==> config.mk <==
export PLATFORM = sky130hd
export DESIGN_NAME = ofsw_top
export DESIGN_NICKNAME = d
export VERILOG_FILES = /design/src/hw/ofsw_top.v /design/src/hw/ofsw_wdog.v
export VERILOG_INCLUDE_DIRS = /design/src /design/src/inc
export SDC_FILE = /design/constraint.sdc
export NUM_CORES = 1
export LEC_CHECK = 0
export BUFFER_PORTS_ARGS = -buffer_cell sky130_fd_sc_hd__buf_4
export CAP_MARGIN = 5
export CORE_MARGIN = 3
export CORE_UTILIZATION = 62
export CTS_BUF_LIST = sky130_fd_sc_hd__clkbuf_16
export DETAILED_ROUTE_END_ITERATION = 10
export GPL_ROUTABILITY_DRIVEN = 1
export PLACE_DENSITY = 0.85
export SETUP_SLACK_MARGIN = 0.02
export SLEW_MARGIN = 10
export SYNTH_ARGS = -nofsm -noshare
export SYNTH_HDL_FRONTEND = slang
export SYNTH_SLANG_ARGS = --single-unit
==> constraint.sdc <==
create_clock -name clk_i -period 6.4 [get_ports clk_i]
set_input_delay 1.28 -clock clk_i [delete_from_list [all_inputs] [get_ports clk_i]]
set_output_delay 1.28 -clock clk_i [all_outputs]
set_load 0.02 [all_outputs]
==> src/inc/ofsw_consts.vh <==
// Offsets, field positions, reset values and timing for the overclock watchdog block
`ifndef OFSW_CONSTS_VH
`define OFSW_CONSTS_VH

`define OFSW_ADR_CTRL      8'h00
`define OFSW_ADR_CPU_PROG  8'h04
`define OFSW_ADR_SRC_PROG  8'h08
`define OFSW_ADR_STEP1     8'h0c
`define OFSW_ADR_STEP2     8'h10
`define OFSW_ADR_STEP3     8'h14
`define OFSW_ADR_WD_CTRL   8'h18
`define OFSW_ADR_RECOV_N   8'h1c
`define OFSW_ADR_STATUS    8'h20
`define OFSW_ADR_STRAPS    8'h24

`define OFSW_B_OVERRIDE    0
`define OFSW_B_STEP_EN     1
`define OFSW_B_CPU_PROG    2
`define OFSW_B_SRC_PROG    3
`define OFSW_B_SM_MANUAL   4
`define OFSW_B_SM_SRC      5
`define OFSW_F_INDEX_LO    8
`define OFSW_F_M_LO        16

`define OFSW_B_WATCHDOG_ENABLE       0
`define OFSW_F_TIMER_LO    1
`define OFSW_B_SCALE       4
`define OFSW_B_RST_MODE    5
`define OFSW_B_REC_SRC     6
`define OFSW_B_AUTOREC     7
`define OFSW_B_ALARM       8

`define OFSW_RST_SCALE     1'b1
`define OFSW_RST_AUTOREC   1'b1
`define OFSW_RST_TIMER     3'h0

`define OFSW_CLK_KHZ       20000
`define OFSW_SCALE_LO_MS   250
`define OFSW_SCALE_HI_MS   3000
`define OFSW_PULSE_MS      20
`define OFSW_SCALE_MULT    7'h0c
`define OFSW_TICK_CYC      24'h4c4b40
`define OFSW_PULSE_CYC     24'h061a80
`define OFSW_CNT_W         24

`endif

==> src/hw/ofsw_top.v <==
// Overclock frequency selection and watchdog control with Wishbone registers
//
// Added by the designer: the register offsets and the Wishbone slave port.
`timescale 1ns/1ps
`include "ofsw_consts.vh"
module ofsw_top #(
  parameter [`OFSW_CNT_W-1:0] TICK_CYC  = `OFSW_TICK_CYC,
  parameter [`OFSW_CNT_W-1:0] PULSE_CYC = `OFSW_PULSE_CYC
) (
  input  wire        clk_i,
  input  wire        rst_i,
  input  wire        wb_cyc_i,
  input  wire        wb_stb_i,
  input  wire        wb_we_i,
  input  wire [7:0]  wb_adr_i,
  input  wire [3:0]  wb_sel_i,
  input  wire [31:0] wb_dat_i,
  output wire [31:0] wb_dat_o,
  output wire        wb_ack_o,
  input  wire [4:0]  hardware_freq_straps_i,
  input  wire        reset_output_strap_i,
  input  wire        power_good_n_i,
  input  wire [1:0]  overclock_step_pins_i,
  output wire [4:0]  cpu_table_entry_o,
  output wire [4:0]  gear_sel_o,
  output wire        cpu_use_prog_o,
  output wire        cpu_step_o,
  output wire [8:0]  cpu_n_o,
  output wire [6:0]  cpu_m_o,
  output wire        src_prog_active_o,
  output wire [8:0]  src_n_o,
  output wire        step_load_o,
  output wire        smooth_to_cpu_o,
  output wire        smooth_to_src_o,
  output wire        system_reset_out_n_o
);
  reg        ack_r;
  reg [31:0] dat_r;
  reg [31:0] rd_val;
  reg        strap_override_r;
  reg        dynamic_step_enable_r;
  reg        cpu_prog_en_r;
  reg        src_prog_en_r;
  reg        smooth_manual_r;
  reg        smooth_src_r;
  reg [3:0]  soft_table_index_r;
  reg [8:0]  cpu_prog_multiplier_r;
  reg [6:0]  cpu_prog_divider_r;
  reg [8:0]  serial_ref_prog_multiplier_r;
  reg [8:0]  step_multiplier_one_r;
  reg [8:0]  step_multiplier_two_r;
  reg [8:0]  step_multiplier_three_r;
  reg        watchdog_enable_r;
  reg [2:0]  wd_timer_r;
  reg        wd_scale_r;
  reg        wd_rst_mode_r;
  reg        wd_rec_src_r;
  reg        wd_autorec_r;
  reg        wd_alarm_r;
  reg [8:0]  recov_n_r;
  reg [6:0]  recov_m_r;
  reg        wd_reload_r;
  reg [4:0]  straps_r;
  reg        straps_done_r;
  reg        rst_out_en_r;
  reg [1:0]  step_pins_r;
  reg        step_load_r;
  reg [4:0]  entry_r;
  reg        use_prog_r;
  reg        step_r;
  reg [8:0]  cpu_n_r;
  reg [6:0]  cpu_m_r;
  reg        src_act_r;
  reg [8:0]  src_n_r;
  reg        sm_cpu_r;
  reg        sm_src_r;
  wire       wd_expire;
  wire       wd_active;
  wire       wd_pulse;
  wire        acc     = wb_cyc_i & wb_stb_i;
  wire        wr_done = acc & wb_we_i & ack_r;
  wire [7:0]  adr     = {wb_adr_i[7:2], 2'b00};
  wire [31:0] mask    = {{8{wb_sel_i[3]}}, {8{wb_sel_i[2]}}, {8{wb_sel_i[1]}}, {8{wb_sel_i[0]}}};
  wire [31:0] wv      = (wb_dat_i & mask) | (rd_val & ~mask);

  function wr_at;
    input [7:0] a;
    input [7:0] target;
    input       done;
    begin
      wr_at = done & (a == target);
    end
  endfunction

  wire wr_ctrl  = wr_at(adr, `OFSW_ADR_CTRL, wr_done);
  wire wr_cpu   = wr_at(adr, `OFSW_ADR_CPU_PROG, wr_done);
  wire wr_src   = wr_at(adr, `OFSW_ADR_SRC_PROG, wr_done);
  wire wr_st1   = wr_at(adr, `OFSW_ADR_STEP1, wr_done);
  wire wr_st2   = wr_at(adr, `OFSW_ADR_STEP2, wr_done);
  wire wr_st3   = wr_at(adr, `OFSW_ADR_STEP3, wr_done);
  wire wr_wd    = wr_at(adr, `OFSW_ADR_WD_CTRL, wr_done);
  wire wr_recov = wr_at(adr, `OFSW_ADR_RECOV_N, wr_done);
  wire en_rise  = wr_wd & wv[`OFSW_B_WATCHDOG_ENABLE] & ~watchdog_enable_r;
  wire t_change = wr_wd & ((wv[`OFSW_F_TIMER_LO+2:`OFSW_F_TIMER_LO] != wd_timer_r) |
                           (wv[`OFSW_B_SCALE] != wd_scale_r));
  wire recover  = wd_expire & ~wd_rst_mode_r;
  // Register readback
  always @* begin
    rd_val = 32'h0000_0000;
    case (adr)
      `OFSW_ADR_CTRL: begin
        rd_val[`OFSW_B_OVERRIDE]                   = strap_override_r;
        rd_val[`OFSW_B_STEP_EN]                    = dynamic_step_enable_r;
        rd_val[`OFSW_B_CPU_PROG]                   = cpu_prog_en_r;
        rd_val[`OFSW_B_SRC_PROG]                   = src_prog_en_r;
        rd_val[`OFSW_B_SM_MANUAL]                  = smooth_manual_r;
        rd_val[`OFSW_B_SM_SRC]                     = smooth_src_r;
        rd_val[`OFSW_F_INDEX_LO+3:`OFSW_F_INDEX_LO] = soft_table_index_r;
      end
      `OFSW_ADR_CPU_PROG: begin
        rd_val[8:0]                        = cpu_prog_multiplier_r;
        rd_val[`OFSW_F_M_LO+6:`OFSW_F_M_LO] = cpu_prog_divider_r;
      end
      `OFSW_ADR_SRC_PROG: rd_val[8:0] = serial_ref_prog_multiplier_r;
      `OFSW_ADR_STEP1:    rd_val[8:0] = step_multiplier_one_r;
      `OFSW_ADR_STEP2:    rd_val[8:0] = step_multiplier_two_r;
      `OFSW_ADR_STEP3:    rd_val[8:0] = step_multiplier_three_r;
      `OFSW_ADR_WD_CTRL: begin
        rd_val[`OFSW_B_WATCHDOG_ENABLE]                      = watchdog_enable_r;
        rd_val[`OFSW_F_TIMER_LO+2:`OFSW_F_TIMER_LO] = wd_timer_r;
        rd_val[`OFSW_B_SCALE]                      = wd_scale_r;
        rd_val[`OFSW_B_RST_MODE]                   = wd_rst_mode_r;
        rd_val[`OFSW_B_REC_SRC]                    = wd_rec_src_r;
        rd_val[`OFSW_B_AUTOREC]                    = wd_autorec_r;
        rd_val[`OFSW_B_ALARM]                      = wd_alarm_r;
      end
      `OFSW_ADR_RECOV_N: rd_val[8:0] = recov_n_r;
      `OFSW_ADR_STATUS: begin
        rd_val[8:0]   = cpu_n_r;
        rd_val[22:16] = cpu_m_r;
        rd_val[24]    = sm_cpu_r;
        rd_val[25]    = sm_src_r;
        rd_val[26]    = wd_active;
        rd_val[27]    = wd_pulse;
        rd_val[28]    = step_r;
      end
      `OFSW_ADR_STRAPS: begin
        rd_val[4:0]   = straps_r;
        rd_val[5]     = rst_out_en_r;
        rd_val[6]     = straps_done_r;
        rd_val[24:16] = src_n_r;
      end
      default: rd_val = 32'h0000_0000;
    endcase
  end
  // Wishbone classic slave, one wait state
  always @(posedge clk_i) begin
    if (rst_i) begin
      ack_r <= 1'b0;
      dat_r <= 32'h0000_0000;
    end else begin
      ack_r <= acc & ~ack_r;
      if (acc & ~ack_r & ~wb_we_i)
        dat_r <= rd_val;
    end
  end
  // Frequency selection registers and watchdog recovery
  always @(posedge clk_i) begin
    if (rst_i) begin
      strap_override_r             <= 1'b0;
      dynamic_step_enable_r        <= 1'b0;
      cpu_prog_en_r                <= 1'b0;
      src_prog_en_r                <= 1'b0;
      smooth_manual_r              <= 1'b0;
      smooth_src_r                 <= 1'b0;
      soft_table_index_r           <= 4'h0;
      cpu_prog_multiplier_r        <= 9'h000;
      cpu_prog_divider_r           <= 7'h00;
      serial_ref_prog_multiplier_r <= 9'h000;
      step_multiplier_one_r        <= 9'h000;
      step_multiplier_two_r        <= 9'h000;
      step_multiplier_three_r      <= 9'h000;
    end else begin
      if (wr_ctrl) begin
        strap_override_r      <= wv[`OFSW_B_OVERRIDE];
        dynamic_step_enable_r <= wv[`OFSW_B_STEP_EN];
        cpu_prog_en_r         <= wv[`OFSW_B_CPU_PROG];
        src_prog_en_r         <= wv[`OFSW_B_SRC_PROG];
        smooth_manual_r       <= wv[`OFSW_B_SM_MANUAL];
        smooth_src_r          <= wv[`OFSW_B_SM_SRC];
        soft_table_index_r    <= wv[`OFSW_F_INDEX_LO+3:`OFSW_F_INDEX_LO];
      end
      if (wr_cpu) begin
        cpu_prog_multiplier_r <= wv[8:0];
        cpu_prog_divider_r    <= wv[`OFSW_F_M_LO+6:`OFSW_F_M_LO];
      end
      if (wr_src)
        serial_ref_prog_multiplier_r <= wv[8:0];
      if (wr_st1)
        step_multiplier_one_r <= wv[8:0];
      if (wr_st2)
        step_multiplier_two_r <= wv[8:0];
      if (wr_st3)
        step_multiplier_three_r <= wv[8:0];
      if (recover) begin
        dynamic_step_enable_r <= 1'b0;
        if (cpu_prog_en_r) begin
          if (wd_autorec_r | wd_rec_src_r) begin
            cpu_prog_multiplier_r <= recov_n_r;
            cpu_prog_divider_r    <= recov_m_r;
          end else begin
            cpu_prog_en_r    <= 1'b0;
            strap_override_r <= 1'b0;
          end
        end else if (strap_override_r) begin
          strap_override_r <= 1'b0;
        end
      end
    end
  end
  // Watchdog control registers
  always @(posedge clk_i) begin
    if (rst_i) begin
      watchdog_enable_r <= 1'b0;
      wd_timer_r        <= `OFSW_RST_TIMER;
      wd_scale_r        <= `OFSW_RST_SCALE;
      wd_rst_mode_r     <= 1'b0;
      wd_rec_src_r      <= 1'b0;
      wd_autorec_r      <= `OFSW_RST_AUTOREC;
      wd_alarm_r        <= 1'b0;
      recov_n_r         <= 9'h000;
      recov_m_r         <= 7'h00;
      wd_reload_r       <= 1'b0;
    end else begin
      wd_reload_r <= en_rise | t_change;
      if (wr_wd) begin
        watchdog_enable_r <= wv[`OFSW_B_WATCHDOG_ENABLE];
        wd_timer_r        <= wv[`OFSW_F_TIMER_LO+2:`OFSW_F_TIMER_LO];
        wd_scale_r        <= wv[`OFSW_B_SCALE];
        wd_rst_mode_r     <= wv[`OFSW_B_RST_MODE];
        wd_rec_src_r      <= wv[`OFSW_B_REC_SRC];
        wd_autorec_r      <= wv[`OFSW_B_AUTOREC];
      end
      // Set by expiry wins over a clear in the same cycle
      if (wd_expire)
        wd_alarm_r <= 1'b1;
      else if (wr_wd & wb_sel_i[1] & wb_dat_i[`OFSW_B_ALARM])
        wd_alarm_r <= 1'b0;
      if (wr_recov & ~wd_autorec_r)
        recov_n_r <= wv[8:0];
      if (en_rise) begin
        recov_m_r <= cpu_prog_divider_r;
        if (wd_autorec_r)
          recov_n_r <= cpu_prog_multiplier_r;
      end
    end
  end
  // Strap capture at first low of power_good_n_i
  always @(posedge clk_i) begin
    if (rst_i) begin
      straps_r      <= 5'h00;
      straps_done_r <= 1'b0;
      rst_out_en_r  <= 1'b0;
    end else if (!straps_done_r && !power_good_n_i) begin
      straps_r      <= hardware_freq_straps_i;
      rst_out_en_r  <= ~reset_output_strap_i;
      straps_done_r <= 1'b1;
    end
  end
  // Operating selection outputs
  always @(posedge clk_i) begin
    if (rst_i) begin
      step_pins_r <= 2'b00;
      step_load_r <= 1'b0;
      entry_r     <= 5'h00;
      use_prog_r  <= 1'b0;
      step_r      <= 1'b0;
      cpu_n_r     <= 9'h000;
      cpu_m_r     <= 7'h00;
      src_act_r   <= 1'b0;
      src_n_r     <= 9'h000;
      sm_cpu_r    <= 1'b0;
      sm_src_r    <= 1'b0;
    end else begin
      step_pins_r <= overclock_step_pins_i;
      step_load_r <= dynamic_step_enable_r & (overclock_step_pins_i != step_pins_r);
      if (strap_override_r)
        entry_r <= {1'b0, soft_table_index_r};
      else
        entry_r <= straps_r;
      use_prog_r <= cpu_prog_en_r;
      step_r     <= dynamic_step_enable_r & (overclock_step_pins_i != 2'b00);
      if (dynamic_step_enable_r) begin
        case (overclock_step_pins_i)
          2'b01:   cpu_n_r <= step_multiplier_one_r;
          2'b10:   cpu_n_r <= step_multiplier_two_r;
          2'b11:   cpu_n_r <= step_multiplier_three_r;
          default: cpu_n_r <= cpu_prog_en_r ? cpu_prog_multiplier_r : 9'h000;
        endcase
      end else begin
        cpu_n_r <= cpu_prog_en_r ? cpu_prog_multiplier_r : 9'h000;
      end
      cpu_m_r   <= cpu_prog_en_r ? cpu_prog_divider_r : 7'h00;
      src_act_r <= src_prog_en_r;
      src_n_r   <= src_prog_en_r ? serial_ref_prog_multiplier_r : 9'h000;
      if (smooth_manual_r) begin
        sm_cpu_r <= ~smooth_src_r;
        sm_src_r <= smooth_src_r;
      end else begin
        sm_src_r <= src_prog_en_r & ~cpu_prog_en_r & ~dynamic_step_enable_r;
        sm_cpu_r <= ~(src_prog_en_r & ~cpu_prog_en_r & ~dynamic_step_enable_r);
      end
    end
  end
  ofsw_wdog #(
    .TICK_CYC  (TICK_CYC),
    .PULSE_CYC (PULSE_CYC)
  ) u_wdog (
    .clk_i    (clk_i),
    .rst_i    (rst_i),
    .enable_i (watchdog_enable_r),
    .timer_i  (wd_timer_r),
    .scale_i  (wd_scale_r),
    .reload_i (wd_reload_r),
    .expire_o (wd_expire),
    .active_o (wd_active),
    .pulse_o  (wd_pulse)
  );
  assign wb_ack_o             = ack_r;
  assign wb_dat_o             = dat_r;
  assign cpu_table_entry_o    = entry_r;
  assign gear_sel_o           = straps_r;
  assign cpu_use_prog_o       = use_prog_r;
  assign cpu_step_o           = step_r;
  assign cpu_n_o              = cpu_n_r;
  assign cpu_m_o              = cpu_m_r;
  assign src_prog_active_o    = src_act_r;
  assign src_n_o              = src_n_r;
  assign step_load_o          = step_load_r;
  assign smooth_to_cpu_o      = sm_cpu_r;
  assign smooth_to_src_o      = sm_src_r;
  assign system_reset_out_n_o = ~(wd_pulse & rst_out_en_r);
endmodule

==> src/hw/ofsw_wdog.v <==
// Watchdog countdown and system reset pulse timer
`timescale 1ns/1ps
`include "ofsw_consts.vh"
module ofsw_wdog #(
  parameter [`OFSW_CNT_W-1:0] TICK_CYC  = `OFSW_TICK_CYC,
  parameter [`OFSW_CNT_W-1:0] PULSE_CYC = `OFSW_PULSE_CYC
) (
  input  wire       clk_i,
  input  wire       rst_i,
  input  wire       enable_i,
  input  wire [2:0] timer_i,
  input  wire       scale_i,
  input  wire       reload_i,
  output wire       expire_o,
  output wire       active_o,
  output wire       pulse_o
);
  localparam [6:0] MULT = `OFSW_SCALE_MULT;

  reg                   active_r;
  reg                   expire_r;
  reg                   pulse_r;
  reg [6:0]             units_r;
  reg [`OFSW_CNT_W-1:0] tick_r;
  reg [`OFSW_CNT_W-1:0] pcnt_r;

  // Number of scale units; the test code 000 runs a single unit
  function [6:0] load_units;
    input [2:0] t;
    input       s;
    begin
      if (t == 3'h0)
        load_units = 7'h01;
      else if (s)
        load_units = {4'h0, t} * MULT;
      else
        load_units = {4'h0, t};
    end
  endfunction

  always @(posedge clk_i) begin
    if (rst_i) begin
      active_r <= 1'b0;
      expire_r <= 1'b0;
      units_r  <= 7'h00;
      tick_r   <= {`OFSW_CNT_W{1'b0}};
    end else begin
      expire_r <= 1'b0;
      if (!enable_i) begin
        active_r <= 1'b0;
      end else if (reload_i) begin
        active_r <= 1'b1;
        units_r  <= load_units(timer_i, scale_i);
        tick_r   <= TICK_CYC - 1'b1;
      end else if (active_r) begin
        if (tick_r == {`OFSW_CNT_W{1'b0}}) begin
          tick_r  <= TICK_CYC - 1'b1;
          units_r <= units_r - 1'b1;
          if (units_r == 7'h01) begin
            active_r <= 1'b0;
            expire_r <= 1'b1;
          end
        end else begin
          tick_r <= tick_r - 1'b1;
        end
      end
    end
  end

  always @(posedge clk_i) begin
    if (rst_i) begin
      pulse_r <= 1'b0;
      pcnt_r  <= {`OFSW_CNT_W{1'b0}};
    end else if (expire_r) begin
      pulse_r <= 1'b1;
      pcnt_r  <= PULSE_CYC - 1'b1;
    end else if (pulse_r) begin
      if (pcnt_r == {`OFSW_CNT_W{1'b0}})
        pulse_r <= 1'b0;
      else
        pcnt_r <= pcnt_r - 1'b1;
    end
  end

  assign expire_o = expire_r;
  assign active_o = active_r;
  assign pulse_o  = pulse_r;
endmodule

* Yosys cells after proc, flatten, opt, wreduce, memory -nomap -nowiden *
Index checks and enable logic that the tools add are counted.

cells by class
  add/sub/neg operators = 3
  multiply operators = 1
  div/mod/pow operators = 0
  $lt $le $gt $ge = 0
  equality and inequality tests = 17
  shift operators = 0
  muxes and demuxes = 56
  bitwise operators = 47
  reduce and logical (&&, ||, !) cells = 23

operators by type and width
  cell                     count
  $mux W9                  9
  $mux W24                 3
  $mux W7                  9
  $pmux W6 S10             1
  $mux W19                 3
  $logic_not A24 Y1        2
  $sub A24 B1 Y24 const B  2
  $and A23 B23 Y23         2
  $pmux W9 S3              1
  $and A1 B1 Y1            25
  $eq A6 B3 Y1 const B     4
  $not A23 Y23             1
  $or A23 B23 Y23          1
  $mux W1                  22
  $pmux W7 S3              1
  $pmux W1 S9              2
  $not A1 Y1               15
  $eq A6 B2 Y1 const B     2
  $eq A6 B4 Y1 const B     2
  $reduce_or A2 Y1         6
  $reduce_bool A2 Y1       5
  $logic_not A8 Y1         1
  $mux W4                  2
  $pmux W1 S8              1
  other kinds (19)         25

storage, ports and cells
  register bits = 217
  bits in latches = 0
  bits in writable memories = 0
  bits in read-only memories = 0
  output and inout port bits = 75
  logic and storage cells = 194
  memories kept = 0

* Longest topological paths before layout *
Gate-level depths: netlist (run 1).

  word-level depth = 8
  depth in mapped cells = 9
  gate-level depth less buffers = 8

* Hierarchy *
A second synthesis (run 1) with hierarchy kept.

unflattened totals
  cell total of the unflattened synthesis = 1186
  area, all modules = 10487.6 µm²

by module, submodules not included
  module     instances  cells an instance  area each (µm²)  seq. area each (µm²)
  ofsw_top   1          785                7110.6           3183.1
  ofsw_wdog  1          401                3377.0           1161.1

* Worst setup path after synthesis (run 1) *
Ideal clock, no wire load.

  path kind = input to register
  start = input wb_adr_i[4]
  end = register recov_m_r[0]
  setup time = 0.128 ns
  data arrival time = 3.169 ns
  required time = 6.272 ns
  path slack = 3.104 ns
  stages on the path = 8
  cell sequence = or4_1 buf_2 a211oi_2 o41ai_1 buf_2 nor4_4 mux2i_1 nor2_1

on the way
  word-level cells in the longest chain between the ends = 6
  elaborated cells on any way between the ends = 16

RTL lines
  what                                  line            text
  start, declared                       ofsw_top.v:15   input wire [7:0] wb_adr_i,
  $eq A6 B4 Y1 (tied with other cells)  ofsw_top.v:110  case (adr)
  $pmux W6 S10                          ofsw_top.v:110
  $and A23 B23 Y23                      ofsw_top.v:84   wire [31:0] wv = (wb_dat_i & mask) | (rd_val & ~mask);
  $or A23 B23 Y23                       ofsw_top.v:84
  $and A1 B1 Y1 * (2 in a row)          ofsw_top.v:103  wire en_rise = wr_wd & wv[`OFSW_B_WATCHDOG_ENABLE] & ~watchdog_enable_r;
  end signal, assigned                  ofsw_top.v:252  recov_m_r <= cpu_prog_divider_r;
  end, declared                         ofsw_top.v:61   reg [6:0] recov_m_r;

Every way passes the cells marked *; elsewhere a longest branch is shown, timed or not.
A chain may end at the register's enable or synchronous reset.

* Final worst setup path (run 1) *
  start = input wb_adr_i[4]
  end = register recov_n_r[7]

on the way
  word-level cells in the longest chain between the ends = 7
  elaborated cells on any way between the ends = 22

RTL lines
  what                                         line                            text
  $eq A6 B4 Y1 (tied with other cells)         ofsw_top.v:110
  $pmux W6 S10 or $pmux W1 S8 (tied branches)  ofsw_top.v:110
  $and A23 B23 Y23                             ofsw_top.v:84
  $or A23 B23 Y23                              ofsw_top.v:84
  $and A1 B1 Y1 or $mux W9 (tied branches)     ofsw_top.v:103, ofsw_top.v:249
  $and A1 B1 Y1 or $mux W9 (tied branches)     ofsw_top.v:103, ofsw_top.v:253
  $mux W9 *                                    ofsw_top.v:251                  if (en_rise) begin
  end signal, assigned                         ofsw_top.v:250                  recov_n_r <= wv[8:0];
  end signal, assigned                         ofsw_top.v:254                  recov_n_r <= cpu_prog_multiplier_r;
  end, declared                                ofsw_top.v:60                   reg [8:0] recov_n_r;

Marks and branches as above.

==> impl_metrics.yaml, run 1 <==
clocking:
  cts_setup_buffers: 0
  numCtsBuffers: 23
  htree_num_levels: 1
  cts_root_buf: "clkbuf_16"
  cts_max_path_buffers: 3
  cts_tree: "done"
  ctsResizeCount: 0
  clkSinkCount: 217
  clock_latency_ps: 500
  cts-hold-fix-buffers: 0
  clk_pin_slew_worst_paths_ps: 60
sta:
  max_slew.worst_pin.slew_ps: 1120
  totalNegativeSetupSlack_ps: 0
  setup_ws_ps: 2500
  max_freq_mhz: 257
  slew_headroom_pct: 25.5
  report.final.setup_viol: 0
  clock_skew_ps: 7.74
  rsz0062_at_grt: "no"
  final_hold_viol_count: 0
  layout_min_cycle_time_ps: 3900
  final_max_slew_viol_count: 0
  timing.final.crit_share_pct: 60.9
power_and_ir_drop:
  total_leakage_power_nw: 4.31
  cellPowerDensity_nw_per_um2: 240
  ir_worst_vdd_v: 0.000231
worst_setup_path:
  req_time_crit_path_ps: 6810
  setup_crit_start_kind: "primary input"
  maximum_fanout_along_the_worst_path: 16
  timing_worst_setup_path_type: "in -> reg"
  endpoint_kind: "flip-flop"
  cp.arrival_ps: 4300
synthesis:
  netlist-cell-type-count: 68
  yosysSeqAreaShare_pct: 44.2
  synthArstFlopShare_pct: 0
  post_synth_instance_area_um2: 9830
  synth_area_per_cell_um2: 8.69
  synthFlopType: "dfxtp_1"
  yosysWarningCount: 0
  ys_seq_elements: 217
  synth-edff-count: 0
  syn-instance-count: 1132
layout:
  post_route_cells_drive_above_1_share_pct: 14.8
  synthToLayoutAreaGrowth_pct: 15.6
  fin_nets: 1273
  filler_cell_count: 1150
  antennaDiodeCount: 0
global_route:
  number_of_antenna_violations_at_the_first_check_in_global_routing: 0
  grt_pass1_wl_mm: 43.0
  grt_start_max_net_pins: 96
  grt_pass1_vias: 8234
  globalRouteOverflowTotal: 0
  grt.met1_usage_pct: 40.0
  grt_use_met2_pct: 47.0
  top_usage_layer: "met2"
  gr-usage-all-layers_pct: 29.8
  grt_util_met3_pct: 5.76
placed_design:
  final_weighted_congestion_in_routability_driven_placement: 0.975
  number_of_input_and_output_port_buffers_inserted: 109
  place.detailed.hpwl_mm: 18.5
  place_ws_ps: 1780
detailed_routing:
  detailed_route_drc_error_count: 0
  number_of_drc_markers_after_the_initial_detailed_route_iteration: 1036
  viasPerCell: 6.20
  ant_nets: 0
  routedWlPerCell_um: 19.1
  routed-via-count: 8877
  drt-total-wl_mm: 27.4
  detail_route.first_pass.iterations: 6
floorplan:
  initial_core_util_pct: 64.0
  rows: 45
  die_h_um: 132
  die_x_um: 132
  boundaryPins: 133
  fp.coreArea_um2: 15400
  overall_die_area_um2: 17400
min_path:
  hold_path_class: "reg -> reg"
flow_run:
  cap_viol_max_count: 0
run_status:
  run_status: "completed"
## worst max-delay path, stage by stage
cell	delay, ps
buf_4	130
nor4b_2	700
and2_1	760
a222oi_1	260
a31oi_1	750
mux2i_1	170
a211oi_1	250
## metrics by stage
| stage | cell area [um^2] | std cells | hold WS, ps | power, W | utilization (%) |
|---|---|---|---|---|---|
| after global routing | 11400 | 1431 | 482 | 0.00279 | 73.9 |
| after detailed placement | 10700 | 1392 | 449 | 0.00155 | 69.6 |
| after floorplan | 9850 | 1138 | 437 | 0.00149 | - |
| after global placement | 10700 | 1392 | 440 | 0.00155 | 69.6 |
| after CTS | 11400 | 1431 | 455 | 0.00273 | 73.9 |
| final | 11400 | 1431 | 452 | 0.00272 | 73.9 |
## layer usage
metal  share of wire (%)  wire length, um
met2                  45            12400
met4                 4.3             1180
met5                   0                0
met3                 9.7             2660
met1                  41            11100
## cells in the mapped netlist (all sizes together), types with 19 or more instances
cell type | number | area, um^2
xor2 | 19 | 166
nor2 | 159 | 597
clkbuf | 56 | 210
dfxtp | 217 | 4340
nand2 | 133 | 499
nand3 | 19 | 95.1
buf | 21 | 129
and2 | 23 | 144
a21oi | 104 | 521
o21ai | 34 | 170
mux2i | 59 | 591
nor3 | 32 | 165
xnor2 | 29 | 254
a211oi | 28 | 215
nand2b | 19 | 119
## kinds of logic after synthesis
group                      after synthesis  synth area share [%]
and+or+nand+nor                        453                  21.8
AOI/OAI and AO/OA                      235                  15.4
DFF                                    217                  44.2
buffers and inverters                   94                  4.10
muxes                                   75                  8.98
xor gates and xnor gates                48                  4.28
adders and majority gates                9                  1.22
other                                    1                0.0381
## cell usage in the layout, fill, tap and decap left out, types with 22 or more instances in the layout
cell,n
a211oi_1,27
a21oi_1,104
and2_1,22
buf_4,120
clkbuf_16,23
dfxtp_1,217
mux2i_1,59
nand2_1,133
nor2_1,159
nor3_1,30
o21ai_0,34
xnor2_1,29
## flip-flops by register name, summed over array words and instances, names as in the netlist, 2 cells and up
signal and cells:
wb_dat_o 25, u_wdog.pcnt_r 24, u_wdog.tick_r 24, cpu_n_o 9, cpu_prog_multiplier_r 9, recov_n_r 9, serial_ref_prog_multiplier_r 9, src_n_o 9
step_multiplier_one_r 9, step_multiplier_three_r 9, step_multiplier_two_r 9, cpu_m_o 7, cpu_prog_divider_r 7, recov_m_r 7, u_wdog.units_r 7, cpu_table_entry_o 5
gear_sel_o 5, soft_table_index_r 4, wd_timer_r 3, step_pins_r 2
## final cells by class
cell class                      instances  area (um^2)  area share (%)
Multi-Input combinational cell        827         5130            45.1
Clock inverter                         16         88.8           0.782
Clock buffer                           23          576            5.06
Tap cell                              211          264            2.32
Timing Repair Buffer                  120          901            7.93
Sequential cell                       217         4340            38.2
Inverter                               17         63.8           0.561
## worst paths after layout
check                                       start           endpoint  slack [ps]  cells past startpoint
worst max-delay path                  wb_adr_i[4]       recov_n_r[7]        2500                      7
worst min-delay path                 wb_dat_o[28]       wb_dat_o[28]         450                      2
worst max register to register  u_wdog.tick_r[16]  u_wdog.tick_r[15]        3400                      6
worst min register to register       wb_dat_o[28]       wb_dat_o[28]         450                      2
## report_power, final
part | switching, W | internal (W) | total, W
clock | 0.000515 | 0.000685 | 0.00120
combinational | 0.0000993 | 0.0000540 | 0.000153
sequential | 0.00000984 | 0.00136 | 0.00137
total | 0.000624 | 0.00210 | 0.00272
Note: power is estimated with default switching activity, not from simulation.
==> run 2, diff against run 1 <==
Settings changed: ABC_AREA from default to 1, CORE_UTILIZATION 62 to 52, PLACE_DENSITY 0.85 to 0.76.
Clock period 6.4 ns to 3.2 ns, I/O delays scaled along.
==> impl_metrics.yaml, run 2 <==
min_path:
  worst_hold_startpoint: "reset_output_strap_i"
  hold_path_class: "in -> reg"
clocking:
  clock_latency_ps: 520
  cts_max_path_buffers: 3
  numCtsBuffers: 24
  cts_root_buf: "clkbuf_16"
  clk_pin_slew_worst_paths_ps: 60
  cts_tree: "done"
  htree_num_levels: 1
  ctsResizeCount: 0
  cts-hold-fix-buffers: 0
  cts_setup_buffers: 0
  clkSinkCount: 217
layout:
  antennaDiodeCount: 0
  finish.cell_count_without_fillers: 1866
  synthToLayoutAreaGrowth_pct: 19.1
  fin_nets: 1655
  final-seq-area_um2: 4340
  post_route_cells_drive_above_1_share_pct: 14.1
  largest_reg_flops: 25
  final_cell_mix: "nand2_1, dfxtp_1, inv_1"
  multiInputGateArea_um2: 4850
  layout.cells.most_common: "nand2_1"
  filler_cell_count: 1713
floorplan:
  fp.coreArea_um2: 19100
  die_h_um: 147
  initial_core_util_pct: 53.9
  rows: 50
  die_x_um: 147
  overall_die_area_um2: 21500
  boundaryPins: 133
synthesis:
  synth-edff-count: 0
  yosysSeqAreaShare_pct: 42.2
  netlist-cell-type-count: 52
  synth_top_area_cell: "dfxtp_1"
  synthFlopType: "dfxtp_1"
  post_synth_instance_area_um2: 10300
  syn-instance-count: 1473
  yosys.cell_count.top_type: "nand2_1"
  synthDominantCellAreaShare_pct: 42.2
  synth_area_per_cell_um2: 6.98
  yosys-top-cells-count: "nand2_1, dfxtp_1, inv_1, nor2_1, a21oi_1"
  yosysWarningCount: 0
  synthArstFlopShare_pct: 0
  post_synth_main_area_contributors: "dfxtp_1, a21oi_1, nand2_1"
  ys_seq_elements: 217
global_route:
  globalRouteOverflowTotal: 0
  gr-usage-all-layers_pct: 28.1
  grt_start_max_net_pins: 45
  number_of_antenna_violations_at_the_first_check_in_global_routing: 0
  grt_pass1_vias: 9353
  grt_pass1_wl_mm: 49.4
sta:
  final_max_slew_viol_count: 0
  layout_min_cycle_time_ps: 2470
  report.final.setup_viol: 0
  slew_headroom_pct: 52.1
  max_freq_mhz: 405
  rsz0062_at_grt: "no"
  totalNegativeSetupSlack_ps: 0
  setup_ws_ps: 731
  clock_skew_ps: 16.1
  final_hold_viol_count: 0
  timing.final.crit_share_pct: 77.2
  max_slew.worst_pin.slew_ps: 716
power_and_ir_drop:
  totalPowerFinal_w: 0.00602
  share_clk_of_total_power_pct: 49.1
  share_comb_of_total_power_pct: 5.3
  cellPowerDensity_nw_per_um2: 491
  total_leakage_power_nw: 5.55
  ir_worst_vdd_v: 0.000371
  power_report.internal_total_w: 0.00466
  switching_power_w: 0.00136
  net_sw_share_pct: 22.6
  seq_power_share_pct: 45.6
detailed_routing:
  drt-total-wl_mm: 31.1
  number_of_drc_markers_after_the_initial_detailed_route_iteration: 1126
  detailed_route_drc_error_count: 0
  routed-via-count: 10209
  viasPerCell: 5.47
  ant_nets: 0
  routedWlPerCell_um: 16.7
  detail_route.first_pass.iterations: 6
run_status:
  run_status: "completed"
worst_setup_path:
  cp_cell_sequence: "buf_4 -> nor2_2 -> buf_4 -> nand2_2 -> nor2_2 -> nand2_1 -> o211ai_1 -> nor2_1 -> nand3_1 -> nand2_1 -> o21ai_0 -> inv_1 -> nand2_1 -> nand2_1 -> nor2_1"
  timing.critical_path.from: "wb_adr_i[7]"
  critical-path-top-cell-by-count: "nand2_1"
  reg2reg_from: "u_wdog.expire_o"
  setup_crit_start_kind: "primary input"
  worst_path_largest_cell_delay_ps: 430
  req_time_crit_path_ps: 3660
  endpoint_kind: "flip-flop"
  timing_worst_setup_path_type: "in -> reg"
  maximum_fanout_along_the_worst_path: 17
  cp.arrival_ps: 2930
  crit_path_top_delay_cell: "nor2_2"
placed_design:
  place_ws_ps: 303
  final_weighted_congestion_in_routability_driven_placement: 0.953
  number_of_input_and_output_port_buffers_inserted: 109
  place.detailed.hpwl_mm: 22.7
  placed_cells: 1822
flow_run:
  cap_viol_max_count: 0
==> run 2: changes by cell type in the layout (fill, tap and decap cells not counted), moves of 21 or more <==
cell / change
xnor2_1: -23
nand4_1: +22
nand3_1: +38
buf_4: +21
a211oi_1: -26
a21oi_1: +63
nor2_1: +45
o21ai_0: +113
and2_1: -22
inv_1: +194
mux2i_1: -59
nand2_1: +85
==> run 2: power groups by stage <==
stage	clock, W	combinational, W	sequential, W
3_3_place_gp	0	0.000311	0.00280
4_1_cts	0.00298	0.000314	0.00274
3_5_place_dp	0	0.000313	0.00280
5_1_grt	0.00310	0.000343	0.00274
6_report	0.00295	0.000320	0.00274
2_1_floorplan	0	0.000154	0.00282
==> run 2: layer usage <==
metal | GRT usage (%) | share of wire [%] | wire length, um | up-vias
met2 | 45.0 | 45 | 14100 | 465
met4 | 10.9 | 4.4 | 1370 | 0
met3 | 6.05 | 9.6 | 2970 | 96
li1 | - | - | - | 5055
met1 | 37.3 | 41 | 12700 | 4593
met5 | 0 | 0 | 0 | -
==> run 2: cell type report <==
type	count	area share, %
timing repair buffer	141	8.64
clock inverter	19	1.85
tap	260	2.66
clock buffer	25	5.11
sequential	217	35.5
inverter	219	6.71
multi-input combinational	985	39.6
==> run 2: final timing paths <==
path	endpoint	slack (ps)	cells after the start
hold / removal	rst_out_en_r	290	2
setup reg to reg	cpu_prog_divider_r[6]	770	8
setup / recovery	recov_n_r[6]	730	15
hold reg to reg	step_load_o	460	2
==> run 2: stage by stage <==
stage | util, % | hold slack, ps | area (um^2)
after floorplan | - | 422 | 10300
after global placement | 59.7 | 448 | 11400
after detailed placement | 59.7 | 454 | 11400
after CTS | 64.2 | 282 | 12200
after global routing | 64.2 | 296 | 12200
final | 64.2 | 286 | 12200
==> run 2: cells by family (layout without fill, tap and decap cells) <==
| logic type | count (synthesis) | in the layout | share of synthesized area, % |
|---|---|---|---|
| flip-flops | 217 | 217 | 42.2 |
| AO/OA/AOI/OAI | 382 | 382 | 20.1 |
| other | 1 | 7 | 0.0365 |
| adder cells (fa/ha/maj) | 9 | 9 | 1.17 |
| XOR/XNOR | 15 | 15 | 1.28 |
| buffers and inverters | 277 | 404 | 10.9 |
| AND/OR/NAND/NOR | 572 | 572 | 24.3 |
==> run 2: critical path, delay by kind of cell <==
| kind | cells | cell delay [ps] |
|---|---|---|
| AND/OR/NAND/NOR | 10 | 1460 |
| AO/OA/AOI/OAI | 2 | 360 |
| buffers and inverters | 3 | 450 |
